$ cat src/verilog/efm_pkg.sv
// Shared constants, field layouts and state types of the drive monitor.
// Assumes a 125 MHz core clock and a word-wide plain register port.
package efm_pkg;
	// Clock and time base
	localparam int CLK_HZ = 125_000_000;
	localparam int MS_PER_S = 1000;
	localparam int CYC_PER_MS = CLK_HZ / MS_PER_S;
	localparam int MS_PER_WIN_UNIT = 10; // One window unit is 0.01 s
	localparam int HW_STALL_MS = 50; // Pulse silence that means open wire
	// Register offsets (byte addresses)
	localparam logic [7:0] ADDR_CTRL = 8'h00;
	localparam logic [7:0] ADDR_ENC = 8'h04;
	localparam logic [7:0] ADDR_MOTOR = 8'h08;
	localparam logic [7:0] ADDR_DEV = 8'h0C;
	localparam logic [7:0] ADDR_FLUX = 8'h10;
	localparam logic [7:0] ADDR_REEST = 8'h14;
	localparam logic [7:0] ADDR_TRIP = 8'h18;
	localparam logic [7:0] ADDR_STATUS = 8'h1C;
	localparam logic [7:0] ADDR_IRQ_MASK = 8'h20;
	localparam logic [7:0] ADDR_STATE = 8'h24;
	// Field positions
	localparam int CTRL_MODE_LSB = 0;
	localparam int CTRL_TUNE_LSB = 2;
	localparam int CTRL_HWCHK_BIT = 4;
	localparam int HI_LSB = 16; // Second field of a word
	localparam int FLUX_PULSE_LSB = 8;
	// Mode encodings
	localparam logic [1:0] MODE_SPEED = 2'h0;
	localparam logic [1:0] TUNE_NONE = 2'h0;
	// Setting ranges and reset values
	localparam logic [9:0] WIN_DEF = 10'h000;
	localparam logic [9:0] WIN_MAX = 10'h3E8;
	localparam logic [8:0] RATIO_DEF = 9'h0FA; // Tenths of a percent
	localparam logic [8:0] RATIO_MAX = 9'h1F4;
	localparam logic [7:0] SLIP_MIN = 8'h0A;
	localparam logic [7:0] SLIP_MAX = 8'hFA;
	localparam logic [7:0] SLIP_DEF = 8'h28;
	localparam logic [11:0] BASE_DEF = 12'h708;
	localparam logic [6:0] LEVEL_DEF = 7'h1E;
	localparam logic [6:0] LEVEL_MAX = 7'h64;
	localparam logic [13:0] DTIME_DEF = 14'h05DC;
	localparam logic [13:0] DTIME_MAX = 14'h270F;
	localparam logic [4:0] REP_MIN = 5'h01;
	localparam logic [4:0] REP_MAX = 5'h1E;
	localparam logic [7:0] PULSE_MIN = 8'h32;
	localparam logic [7:0] PULSE_MAX = 8'hC8;
	localparam logic [7:0] PULSE_DEF = 8'h50;
	localparam logic [7:0] CURR_MIN = 8'h0A;
	localparam logic [7:0] CURR_MAX = 8'h96;
	localparam logic [7:0] CURR_DEF = 8'h46;
	localparam logic [15:0] REEST_DEF = 16'h0064;
	localparam logic [3:0] TRIP_DEF = 4'hE;
	// Status bits
	localparam int ST_OUT_PH = 0;
	localparam int ST_IN_PH = 1;
	localparam int ST_MAG = 2;
	localparam int ST_DEV = 3;
	localparam int ST_ENC_SW = 4;
	localparam int ST_ENC_HW = 5;
	localparam int ST_FLUX_DONE = 6;
	localparam int ST_W = 7;
	// Encoder plausibility sequence
	typedef enum logic [2:0] {
		ENC_IDLE, ENC_WAIT_SLIP, ENC_TIMING, ENC_CHECK, ENC_DONE
	} enc_state_t;
	// Flux estimation sequence
	typedef enum logic {FLX_IDLE, FLX_BUSY} flux_state_t;
	// Settings written by software
	typedef struct packed {
		logic [1:0] mode;
		logic [1:0] tune;
		logic hw_chk;
		logic [9:0] window;
		logic [8:0] ratio;
		logic [7:0] slip;
		logic [11:0] base;
		logic [6:0] level;
		logic [13:0] dtime;
		logic [4:0] repeats;
		logic [15:0] reest;
		logic [3:0] trip_mask;
		logic [ST_W-1:0] irq_mask;
	} cfg_t;
	// Command to the flux estimation engine
	typedef struct packed {
		logic start;
		logic [4:0] repeats;
		logic [7:0] pulse_size;
		logic [7:0] current_pct;
	} flux_cmd_t;
	// Whole state of the monitor
	typedef struct packed {
		cfg_t cfg;
		flux_cmd_t flux;
		logic [16:0] div;
		logic a_s1, a_s2, a_s3;
		logic b_s1, b_s2, b_s3;
		logic run_d;
		enc_state_t enc_st;
		logic [13:0] enc_cnt;
		logic [13:0] dev_cnt;
		logic dev_fired;
		logic [13:0] hw_cnt;
		flux_state_t flx_st;
		logic flux_init;
		logic [15:0] run_cnt;
		logic [4:0] passes;
		logic [ST_W-1:0] status;
		logic trip;
		logic irq;
		logic [31:0] rdata;
	} state_t;
endpackage

$ cat src/verilog/encoder_fault_speed_deviation_monitor.sv
// Encoder plausibility, speed deviation, trip mask and flux re-estimation.
// Run, speed and fault inputs come from logic on core_clk; encoder pins
// are asynchronous and are synchronised here.

// Operation
// - Arm only: speed mode, no tuning, window set
// - Window setting zero to ten seconds, default off
// - After window, compare speed against target ratio
// - Slow or reversed speed declares encoder fault
// - Run loss or deceleration abandons the check
// - Check once per run, never while tuning
// - Activate at target twice rated slip
// - Hardware check watches pulse activity for opens
// - Deviation above level too long raises error
// - Deviation time in ms, default 1500
// - Four-bit trip mask, default 1110
// - Flux estimate first run, then every N runs
// - Repeat flux detection configured times
// - Flux detection pulse size 50 to 200
// - Flux detection current 10 to 150 percent
module encoder_fault_speed_deviation_monitor
	import efm_pkg::*;
#(
	parameter int TICK_CYCLES = CYC_PER_MS, // Cycles per millisecond
	parameter int STALL_MS = HW_STALL_MS // Open-wire silence
) (
	input logic core_clk,
	input logic rst_b,
	input logic [7:0] bus_addr,
	input logic [31:0] bus_wdata,
	input logic bus_wr,
	input logic bus_rd,
	output logic [31:0] bus_rdata,
	input logic run_cmd,
	input logic accel_active,
	input logic signed [15:0] target_speed,
	input logic signed [15:0] speed_cmd,
	input logic signed [15:0] speed_meas,
	input logic enc_a,
	input logic enc_b,
	input logic out_phase_loss,
	input logic in_phase_loss,
	input logic mag_detect_err,
	input logic flux_pass_done,
	output flux_cmd_t flux_cmd,
	output logic drive_trip,
	output logic irq
);
	localparam logic [16:0] TICK_LAST = 17'(TICK_CYCLES - 1);
	localparam logic [13:0] STALL_LAST = 14'(STALL_MS - 1);
	localparam logic [13:0] WIN_UNIT = 14'(MS_PER_WIN_UNIT);

	state_t s; // Registered state
	state_t n; // Next state
	logic tick; // One-millisecond enable
	logic armed; // Encoder check may start
	logic [15:0] tgt_abs; // Target magnitude
	logic slip_ok; // Target beyond twice slip
	logic shortfall; // Speed behind or reversed
	logic excess; // Deviation above level
	logic run_rise; // New run command

	// Clamp a setting into its legal range
	function automatic logic [15:0] clamp(input logic [15:0] v,
		input logic [15:0] lo, input logic [15:0] hi);
		if (v < lo) begin
			return lo;
		end else if (v > hi) begin
			return hi;
		end
		return v;
	endfunction

	// Magnitude of a signed speed
	function automatic logic [15:0] mag(input logic signed [15:0] v);
		return v[15] ? 16'(-v) : 16'(v);
	endfunction

	// Shared decodes of the current state
	always_comb begin
		tick = (s.div == TICK_LAST);
		armed = (s.cfg.mode == MODE_SPEED) && (s.cfg.tune == TUNE_NONE)
			&& (s.cfg.window != WIN_DEF);
		tgt_abs = mag(target_speed);
		slip_ok = {1'b0, tgt_abs} >= {8'h00, s.cfg.slip, 1'b0};
		// Speed along the target sign, scaled against target ratio
		shortfall = (32'(target_speed[15] ? -speed_meas : speed_meas)
			* 32'sd1000) < $signed(32'(tgt_abs) * 32'(s.cfg.ratio));
		excess = (32'(mag(16'(speed_cmd - speed_meas))) * 32'd100)
			> (32'(s.cfg.base) * 32'(s.cfg.level));
		run_rise = run_cmd && !s.run_d;
	end

	// Next state of the whole monitor
	always_comb begin
		logic [ST_W-1:0] ev; // Events of this cycle
		logic [ST_W-1:0] w1c; // Bits cleared by software
		logic edge_seen; // Encoder pulse activity
		logic start_est; // Begin a flux estimation
		ev = '0;
		w1c = '0;
		edge_seen = (s.a_s2 ^ s.a_s3) || (s.b_s2 ^ s.b_s3);
		start_est = 1'b0;
		n = s;
		n.flux.start = 1'b0;
		n.rdata = '0;
		// Millisecond divider
		n.div = tick ? '0 : s.div + 17'h00001;
		// Encoder pin synchronisers and edge history
		n.a_s1 = enc_a;
		n.a_s2 = s.a_s1;
		n.a_s3 = s.a_s2;
		n.b_s1 = enc_b;
		n.b_s2 = s.b_s1;
		n.b_s3 = s.b_s2;
		n.run_d = run_cmd;
		// Outside fault inputs
		ev[ST_OUT_PH] = out_phase_loss;
		ev[ST_IN_PH] = in_phase_loss;
		ev[ST_MAG] = mag_detect_err;

		// Encoder plausibility sequence, once per run
		case (s.enc_st)
			ENC_IDLE: begin
				n.enc_cnt = '0;
				if (run_rise && armed) begin
					n.enc_st = ENC_WAIT_SLIP;
				end
			end
			ENC_WAIT_SLIP: begin
				if (!run_cmd || !accel_active) begin
					n.enc_st = ENC_DONE;
				end else if (slip_ok) begin
					n.enc_st = ENC_TIMING;
				end
			end
			ENC_TIMING: begin
				if (!run_cmd || !accel_active) begin
					n.enc_st = ENC_DONE;
				end else if (tick) begin
					// Window counted in ms, ten per setting unit
					if (s.enc_cnt + 14'h0001 >= 14'(s.cfg.window) * WIN_UNIT) begin
						n.enc_st = ENC_CHECK;
					end
					n.enc_cnt = s.enc_cnt + 14'h0001;
				end
			end
			ENC_CHECK: begin
				// Single comparison while still accelerating
				n.enc_st = ENC_DONE;
				if (run_cmd && accel_active && shortfall) begin
					ev[ST_ENC_SW] = 1'b1;
				end
			end
			ENC_DONE: begin
				// Wait for the run to end before rearming
				if (!run_cmd) begin
					n.enc_st = ENC_IDLE;
				end
			end
			default: begin
				n.enc_st = ENC_IDLE;
			end
		endcase
		// Tuning selected: no check at all
		// An idle sequence stays idle, so tuning never looks like arming
		if (s.cfg.tune != TUNE_NONE) begin
			n.enc_st = (run_cmd && s.enc_st != ENC_IDLE) ? ENC_DONE
				: ENC_IDLE;
		end

		// Speed deviation persistence
		if (!excess) begin
			n.dev_cnt = '0;
			n.dev_fired = 1'b0;
		end else if (!s.dev_fired) begin
			if (s.dev_cnt >= s.cfg.dtime) begin
				ev[ST_DEV] = 1'b1;
				n.dev_fired = 1'b1;
			end else if (tick) begin
				n.dev_cnt = s.dev_cnt + 14'h0001;
			end
		end

		// Hardware open-wire watch on pulse activity
		if (!s.cfg.hw_chk || !run_cmd || !slip_ok || edge_seen) begin
			n.hw_cnt = '0;
		end else if (tick && s.hw_cnt <= STALL_LAST) begin
			n.hw_cnt = s.hw_cnt + 14'h0001;
			ev[ST_ENC_HW] = (s.hw_cnt == STALL_LAST);
		end

		// Flux estimation scheduling by run count
		if (run_rise) begin
			if (!s.flux_init) begin
				start_est = 1'b1;
				n.flux_init = 1'b1;
			end else if (s.cfg.reest != '0
				&& s.run_cnt + 16'h0001 >= s.cfg.reest) begin
				start_est = 1'b1;
				n.run_cnt = '0;
			end else begin
				n.run_cnt = s.run_cnt + 16'h0001;
			end
		end
		case (s.flx_st)
			FLX_IDLE: begin
				if (start_est) begin
					n.flx_st = FLX_BUSY;
					n.passes = '0;
					n.flux.start = 1'b1;
				end
			end
			FLX_BUSY: begin
				if (flux_pass_done) begin
					if (s.passes + 5'h01 >= s.cfg.repeats) begin
						n.flx_st = FLX_IDLE;
						ev[ST_FLUX_DONE] = 1'b1;
					end else begin
						n.passes = s.passes + 5'h01;
						n.flux.start = 1'b1;
					end
				end
			end
			default: begin
				n.flx_st = FLX_IDLE;
			end
		endcase
		n.flux.repeats = s.cfg.repeats;

		// Register writes, settings clamped into range
		if (bus_wr) begin
			if (bus_addr == ADDR_CTRL) begin
				n.cfg.mode = bus_wdata[CTRL_MODE_LSB +: 2];
				n.cfg.tune = bus_wdata[CTRL_TUNE_LSB +: 2];
				n.cfg.hw_chk = bus_wdata[CTRL_HWCHK_BIT];
			end else if (bus_addr == ADDR_ENC) begin
				n.cfg.window = 10'(clamp(16'(bus_wdata[9:0]), 16'(WIN_DEF),
					16'(WIN_MAX)));
				n.cfg.ratio = 9'(clamp(16'(bus_wdata[HI_LSB +: 9]), 16'h0000,
					16'(RATIO_MAX)));
			end else if (bus_addr == ADDR_MOTOR) begin
				n.cfg.slip = 8'(clamp(16'(bus_wdata[7:0]), 16'(SLIP_MIN),
					16'(SLIP_MAX)));
				n.cfg.base = bus_wdata[HI_LSB +: 12];
			end else if (bus_addr == ADDR_DEV) begin
				n.cfg.level = 7'(clamp(16'(bus_wdata[6:0]), 16'h0000,
					16'(LEVEL_MAX)));
				n.cfg.dtime = 14'(clamp(16'(bus_wdata[HI_LSB +: 14]),
					16'h0000, 16'(DTIME_MAX)));
			end else if (bus_addr == ADDR_FLUX) begin
				n.cfg.repeats = 5'(clamp(16'(bus_wdata[4:0]), 16'(REP_MIN),
					16'(REP_MAX)));
				n.flux.pulse_size = 8'(clamp(16'(bus_wdata[FLUX_PULSE_LSB +: 8]),
					16'(PULSE_MIN), 16'(PULSE_MAX)));
				n.flux.current_pct = 8'(clamp(16'(bus_wdata[HI_LSB +: 8]),
					16'(CURR_MIN), 16'(CURR_MAX)));
			end else if (bus_addr == ADDR_REEST) begin
				n.cfg.reest = bus_wdata[15:0];
			end else if (bus_addr == ADDR_TRIP) begin
				n.cfg.trip_mask = bus_wdata[3:0];
			end else if (bus_addr == ADDR_STATUS) begin
				w1c = bus_wdata[ST_W-1:0];
			end else if (bus_addr == ADDR_IRQ_MASK) begin
				n.cfg.irq_mask = bus_wdata[ST_W-1:0];
			end
		end

		// Register reads, answered in the next cycle
		if (bus_rd) begin
			if (bus_addr == ADDR_CTRL) begin
				n.rdata = 32'({s.cfg.hw_chk, s.cfg.tune, s.cfg.mode});
			end else if (bus_addr == ADDR_ENC) begin
				n.rdata = {7'h00, s.cfg.ratio, 6'h00, s.cfg.window};
			end else if (bus_addr == ADDR_MOTOR) begin
				n.rdata = {4'h0, s.cfg.base, 8'h00, s.cfg.slip};
			end else if (bus_addr == ADDR_DEV) begin
				n.rdata = {2'h0, s.cfg.dtime, 9'h000, s.cfg.level};
			end else if (bus_addr == ADDR_FLUX) begin
				n.rdata = {8'h00, s.flux.current_pct, s.flux.pulse_size,
					3'h0, s.cfg.repeats};
			end else if (bus_addr == ADDR_REEST) begin
				n.rdata = {16'h0000, s.cfg.reest};
			end else if (bus_addr == ADDR_TRIP) begin
				n.rdata = 32'(s.cfg.trip_mask);
			end else if (bus_addr == ADDR_STATUS) begin
				n.rdata = 32'(s.status);
			end else if (bus_addr == ADDR_IRQ_MASK) begin
				n.rdata = 32'(s.cfg.irq_mask);
			end else if (bus_addr == ADDR_STATE) begin
				n.rdata = {s.run_cnt, 7'h00, s.flux_init, 4'(s.flx_st),
					1'b0, s.enc_st};
			end
		end

		// Sticky status, a new event beats its own clear
		n.status = (s.status & ~w1c) | ev;
		// Masked faults trip; encoder faults always trip
		n.trip = |(n.status[ST_DEV:ST_OUT_PH] & n.cfg.trip_mask)
			|| n.status[ST_ENC_SW] || n.status[ST_ENC_HW];
		n.irq = |(n.status & n.cfg.irq_mask);
	end

	// Register the whole state, defaults on reset
	always_ff @(posedge core_clk) begin
		if (!rst_b) begin
			s <= '0;
			s.cfg.window <= WIN_DEF;
			s.cfg.ratio <= RATIO_DEF;
			s.cfg.slip <= SLIP_DEF;
			s.cfg.base <= BASE_DEF;
			s.cfg.level <= LEVEL_DEF;
			s.cfg.dtime <= DTIME_DEF;
			s.cfg.repeats <= REP_MIN;
			s.cfg.reest <= REEST_DEF;
			s.cfg.trip_mask <= TRIP_DEF;
			s.flux.pulse_size <= PULSE_DEF;
			s.flux.repeats <= REP_MIN;
			s.flux.current_pct <= CURR_DEF;
			s.enc_st <= ENC_IDLE;
			s.flx_st <= FLX_IDLE;
		end else begin
			s <= n;
		end
	end

	// Outputs straight from the state register
	assign bus_rdata = s.rdata;
	assign flux_cmd = s.flux;
	assign drive_trip = s.trip;
	assign irq = s.irq;
endmodule // encoder_fault_speed_deviation_monitor

$ cat config.mk
export PLATFORM = sky130hd
export DESIGN_NAME = encoder_fault_speed_deviation_monitor
export DESIGN_NICKNAME = d
export VERILOG_FILES = /design/src/verilog/efm_pkg.sv /design/src/verilog/encoder_fault_speed_deviation_monitor.sv
export SDC_FILE = /design/constraint.sdc
export NUM_CORES = 2
export LEC_CHECK = 0
export ABC_AREA = 0
export BUFFER_PORTS_ARGS = -buffer_cell sky130_fd_sc_hd__buf_4
export CAP_MARGIN = 5
export CORE_ASPECT_RATIO = 1.75
export CORE_MARGIN = 1.5
export CORE_UTILIZATION = 60
export CTS_BUF_LIST = sky130_fd_sc_hd__clkbuf_8
export DETAILED_ROUTE_END_ITERATION = 8
export PLACE_DENSITY_LB_ADDON = 0.3
export SLEW_MARGIN = 20
export SYNTH_ARGS = -nofsm -noshare
export SYNTH_HDL_FRONTEND = slang
export SYNTH_SLANG_ARGS = --single-unit
$ cat constraint.sdc
create_clock -name core_clk -period 9.7 [get_ports core_clk]
set_input_delay 0.97 -clock core_clk [delete_from_list [all_inputs] [get_ports core_clk]]
set_output_delay 0.97 -clock core_clk [all_outputs]
set_load 0.01 [all_outputs]
==> key figures <==
Outcome
  • Status: finished clean

STA
  • Final worst-path cycle share: 89.2%
  • Final Setup Violations: 0
  • F_max: 0.116 GHz
  • Worst-Margin Slew: 1.09 ns
  • Post-route clock skew: 0.0324 ns
  • Final slew viol count: 0
  • Final Hold Vio Count: 0
  • Final TNS setup: 0 ns
  • Worst rel slew slack: 26.2%
  • Worst hold slack: 0.438 ns
  • Min Tclk post-route: 8.65 ns
  • Unrepaired setup endpoints after global routing: no

Floorplan
  • Total core area: 0.0468 mm2
  • Io pins: 156
  • Row count: 105
  • Die Span Y: 290 um
  • Initial Util: 60.5%
  • DIE AREA: 0.0485 mm2
  • Die width: 167 um

Synthesis
  • Synth area leaders: dfxtp_1, fa_1, ha_1
  • Post-Syn Area: 0.0283 mm2
  • XOR/XNOR share of the synthesized area: 6.18%
  • Syn avg cell area: 8.31 um2
  • Largest area contributor in the netlist: dfxtp_1
  • YS warnings: 0
  • FF+latch count, synth: 253
  • Main combinational cell family by area after synthesis: adder cells
  • Sequential-to-total area share from yosys stat: 17.9%
  • Synth Area in Simple Gates: 19.1%
  • Post-synthesis mux area share: 1.11%
  • Complex-gate fraction of the synthesized area: 13.5%
  • Mapped Nets: 4107
  • Top FF cell, synth: dfxtp_1
  • Synth cell types: 83
  • Top-area cell type share of the netlist area: 17.9%
  • Async set-reset flop share out of synthesis: 0%
  • Area share of fa/ha/maj cells after synthesis: 33.3%
  • Number of flops mapped to enable cells by yosys: 0
  • Synthesized instance count: 3405

Finish
  • Total Nets Final: 4165
  • Highest-count cells in the layout ignoring fill and taps: inv_1, nand2_1, ha_1
  • Reg area: 0.00506 mm2
  • Commonest non-fill, non-tap cell in the layout: inv_1
  • Share of layout cells above drive strength 1: 7.83%
  • Fill cells: 4031
  • Area of the multi-input gates: 0.0207 mm2
  • Synthesis-to-layout area growth: 7.06%

Worst setup path
  • WS Path Type: primary input to register
  • Slowest cell on the critical path: xnor2_1
  • FF-to-FF Start: s[236]$_SDFFE_PN1P_
  • Crit end category: register
  • Crit-path max cell delay: 0.64 ns
  • Worst-path fanout max: 14
  • Crit path from: target_speed[0]
  • Reg2Reg Setup Slack: 1.88 ns
  • Worst EP required: 10.18 ns
  • Critical path launch point type: primary input
  • Top Family by Delay on Critical Path: adder cells
  • Critical Path AT: 9.13 ns
  • WP buf/inv: 5

Placement
  • Detailed Place HPWL: 62700 um
  • Buffers on Ports: 153
  • RD Place Congestion: 0.995

Routing
  • WL/cell: 19.1 um
  • Routed vias/inst: 5.99
  • Initial DRC Count: 1469
  • DR pass1 iterations: 8
  • WL final: 77700 um
  • Routed length on met1: 26400 um
  • Residual DRC: 0
  • Top sig layer: met4
  • Met3 WL post-DR: 3850 um
  • Vias after detailed routing: 24400
  • Met2 wire length: 40900 um
  • Post-route ant nets: 0

CTS
  • Skew-Pair Late Insertion Delay: 0.56 ns
  • CTS root buffer: clkbuf_8
  • Post-CTS Setup Bufs: 0
  • CTS tree: yes
  • Clk sink count: 253
  • TritonCTS Buffers: 35
  • PostCTS Resize Cnt: 0
  • H-tree depth: 2
  • Cts hold-fix bufs: 0
  • Max Root-Sink Buffers: 3
  • Clock transition at path regs: 0.07 ns

Power
  • Internal power: 4.71 mW
  • VDD IR-drop max: 298 uV
  • Static leakage: 14.3 nW
  • Sw power: 4.75 mW
  • Clk pwr share: 8.9%
  • Comb pwr share: 80.0%
  • PwrDens: 312 mW/mm2
  • Flop pwr share: 11.2%
  • Sw frac: 50.3%

Min path
  • HP Start: n[112]$_SDFF_PN0_
  • Hold crit path type: register to register

GRT
  • First-pass GRT wire length: 126000 um
  • Grt ovf: 0
  • Largest net degree at the start of global routing: 67
  • Number of global-route vias before repair: 25800
  • Total GRT Usage: 32.2%
  • Antenna violations before repair: 1

Run
  • Max-Cap Viols: 0
[power groups by stage]
stage	registers (mW)	clock network, mW	logic (mW)
after global routing	1.06	0.883	8.66
after floorplan	1.07	0	5.85
final	1.06	0.839	7.57
after global placement	1.08	0	7.21
after detailed placement	1.08	0	7.53
after CTS	1.06	0.842	7.59
[cell usage after synthesis, types with 6 or more instances]
cell type and n:
clkbuf_1 101, nand2b_1 43, mux2i_1 28, nor2_1 218, o31a_1 8, buf_4 54, or2_2 9, or3_1 17
a31oi_1 19, o211ai_1 17, o21a_1 18, fa_1 252, inv_1 455, xnor2_1 107, a21o_1 35, dfxtp_1 253
o22ai_1 9, a221oi_1 18, and2_1 111, o21ai_0 122, nand4_1 23, o21bai_1 17, or4_1 12, a21oi_1 195
and2b_1 12, a211o_1 6, a22oi_1 28, nor2b_1 48, and3_1 35, nand3_1 103, nand3b_1 14, nor3_1 34
o221ai_1 6, a211oi_1 13, xor2_1 91, nor4_1 21, ha_1 350, nand2_1 381, o31ai_1 20, buf_1 6
[cell type report]
class / count / share of cell area, %
clock buffers: 43 / 1.95
inverters: 456 / 5.65
clock inverters: 19 / 0.326
well taps: 588 / 2.43
repair buffers: 183 / 4.53
flip-flops and latches: 253 / 16.7
multi-input cells: 2534 / 68.4
diodes: 1 / 0.00826
[registers in the layout (all words and copies together), names as in the netlist]
| register | cells |
|---|---|
| drive_trip | 1 |
| bus_rdata | 32 |
| irq | 1 |
| s | 188 |
| flux_cmd | 22 |
| n | 9 |
[metrics by stage]
stage	power [mW]	area, um2	std cells	worst slack (ns)	util [%]
after CTS	9.49	30300	4076	1.07	64.8
after global placement	8.28	29600	4014	0.668	63.3
final	9.46	30300	4077	1.05	64.8
after detailed placement	8.61	29600	4014	0.547	63.3
after floorplan	6.92	28300	3405	1.57	-
after global routing	10.6	30300	4077	0.543	64.8
[path summary, 6_finish.rpt]
path / end / depth (start not counted)
worst min register to register: n[111]$_SDFF_PN0_ / 1
worst max register to register: drive_trip$_SDFF_PN0_ / 28
worst min-delay path: n[111]$_SDFF_PN0_ / 1
worst max-delay path: drive_trip$_SDFF_PN0_ / 34
[layer usage]
layer  up-vias  track usage, %
met1     11800            31.8
met4         0            24.5
li1      11400               -
met3       360            3.47
met2       840            61.2
met5         -               0
[worst register-to-register path: cells and delay by family (launching register included)]
kind	cells	cell delay, ns
buffers and inverters	3	0.15
flip-flops	1	0.84
adder cells (fa/ha/maj)	6	2.80
AO/OA/AOI/OAI	12	2.55
XOR/XNOR	1	0.12
AND/OR/NAND/NOR	6	1.28
[kinds of logic after synthesis]
logic type	Yosys count
simple gates	1108
buf+inv	618
fa+ha+maj	602
compound gates	594
flops	253
xor+xnor	199
mux	31
No activity file was read; power rests on OpenSTA's default activity.
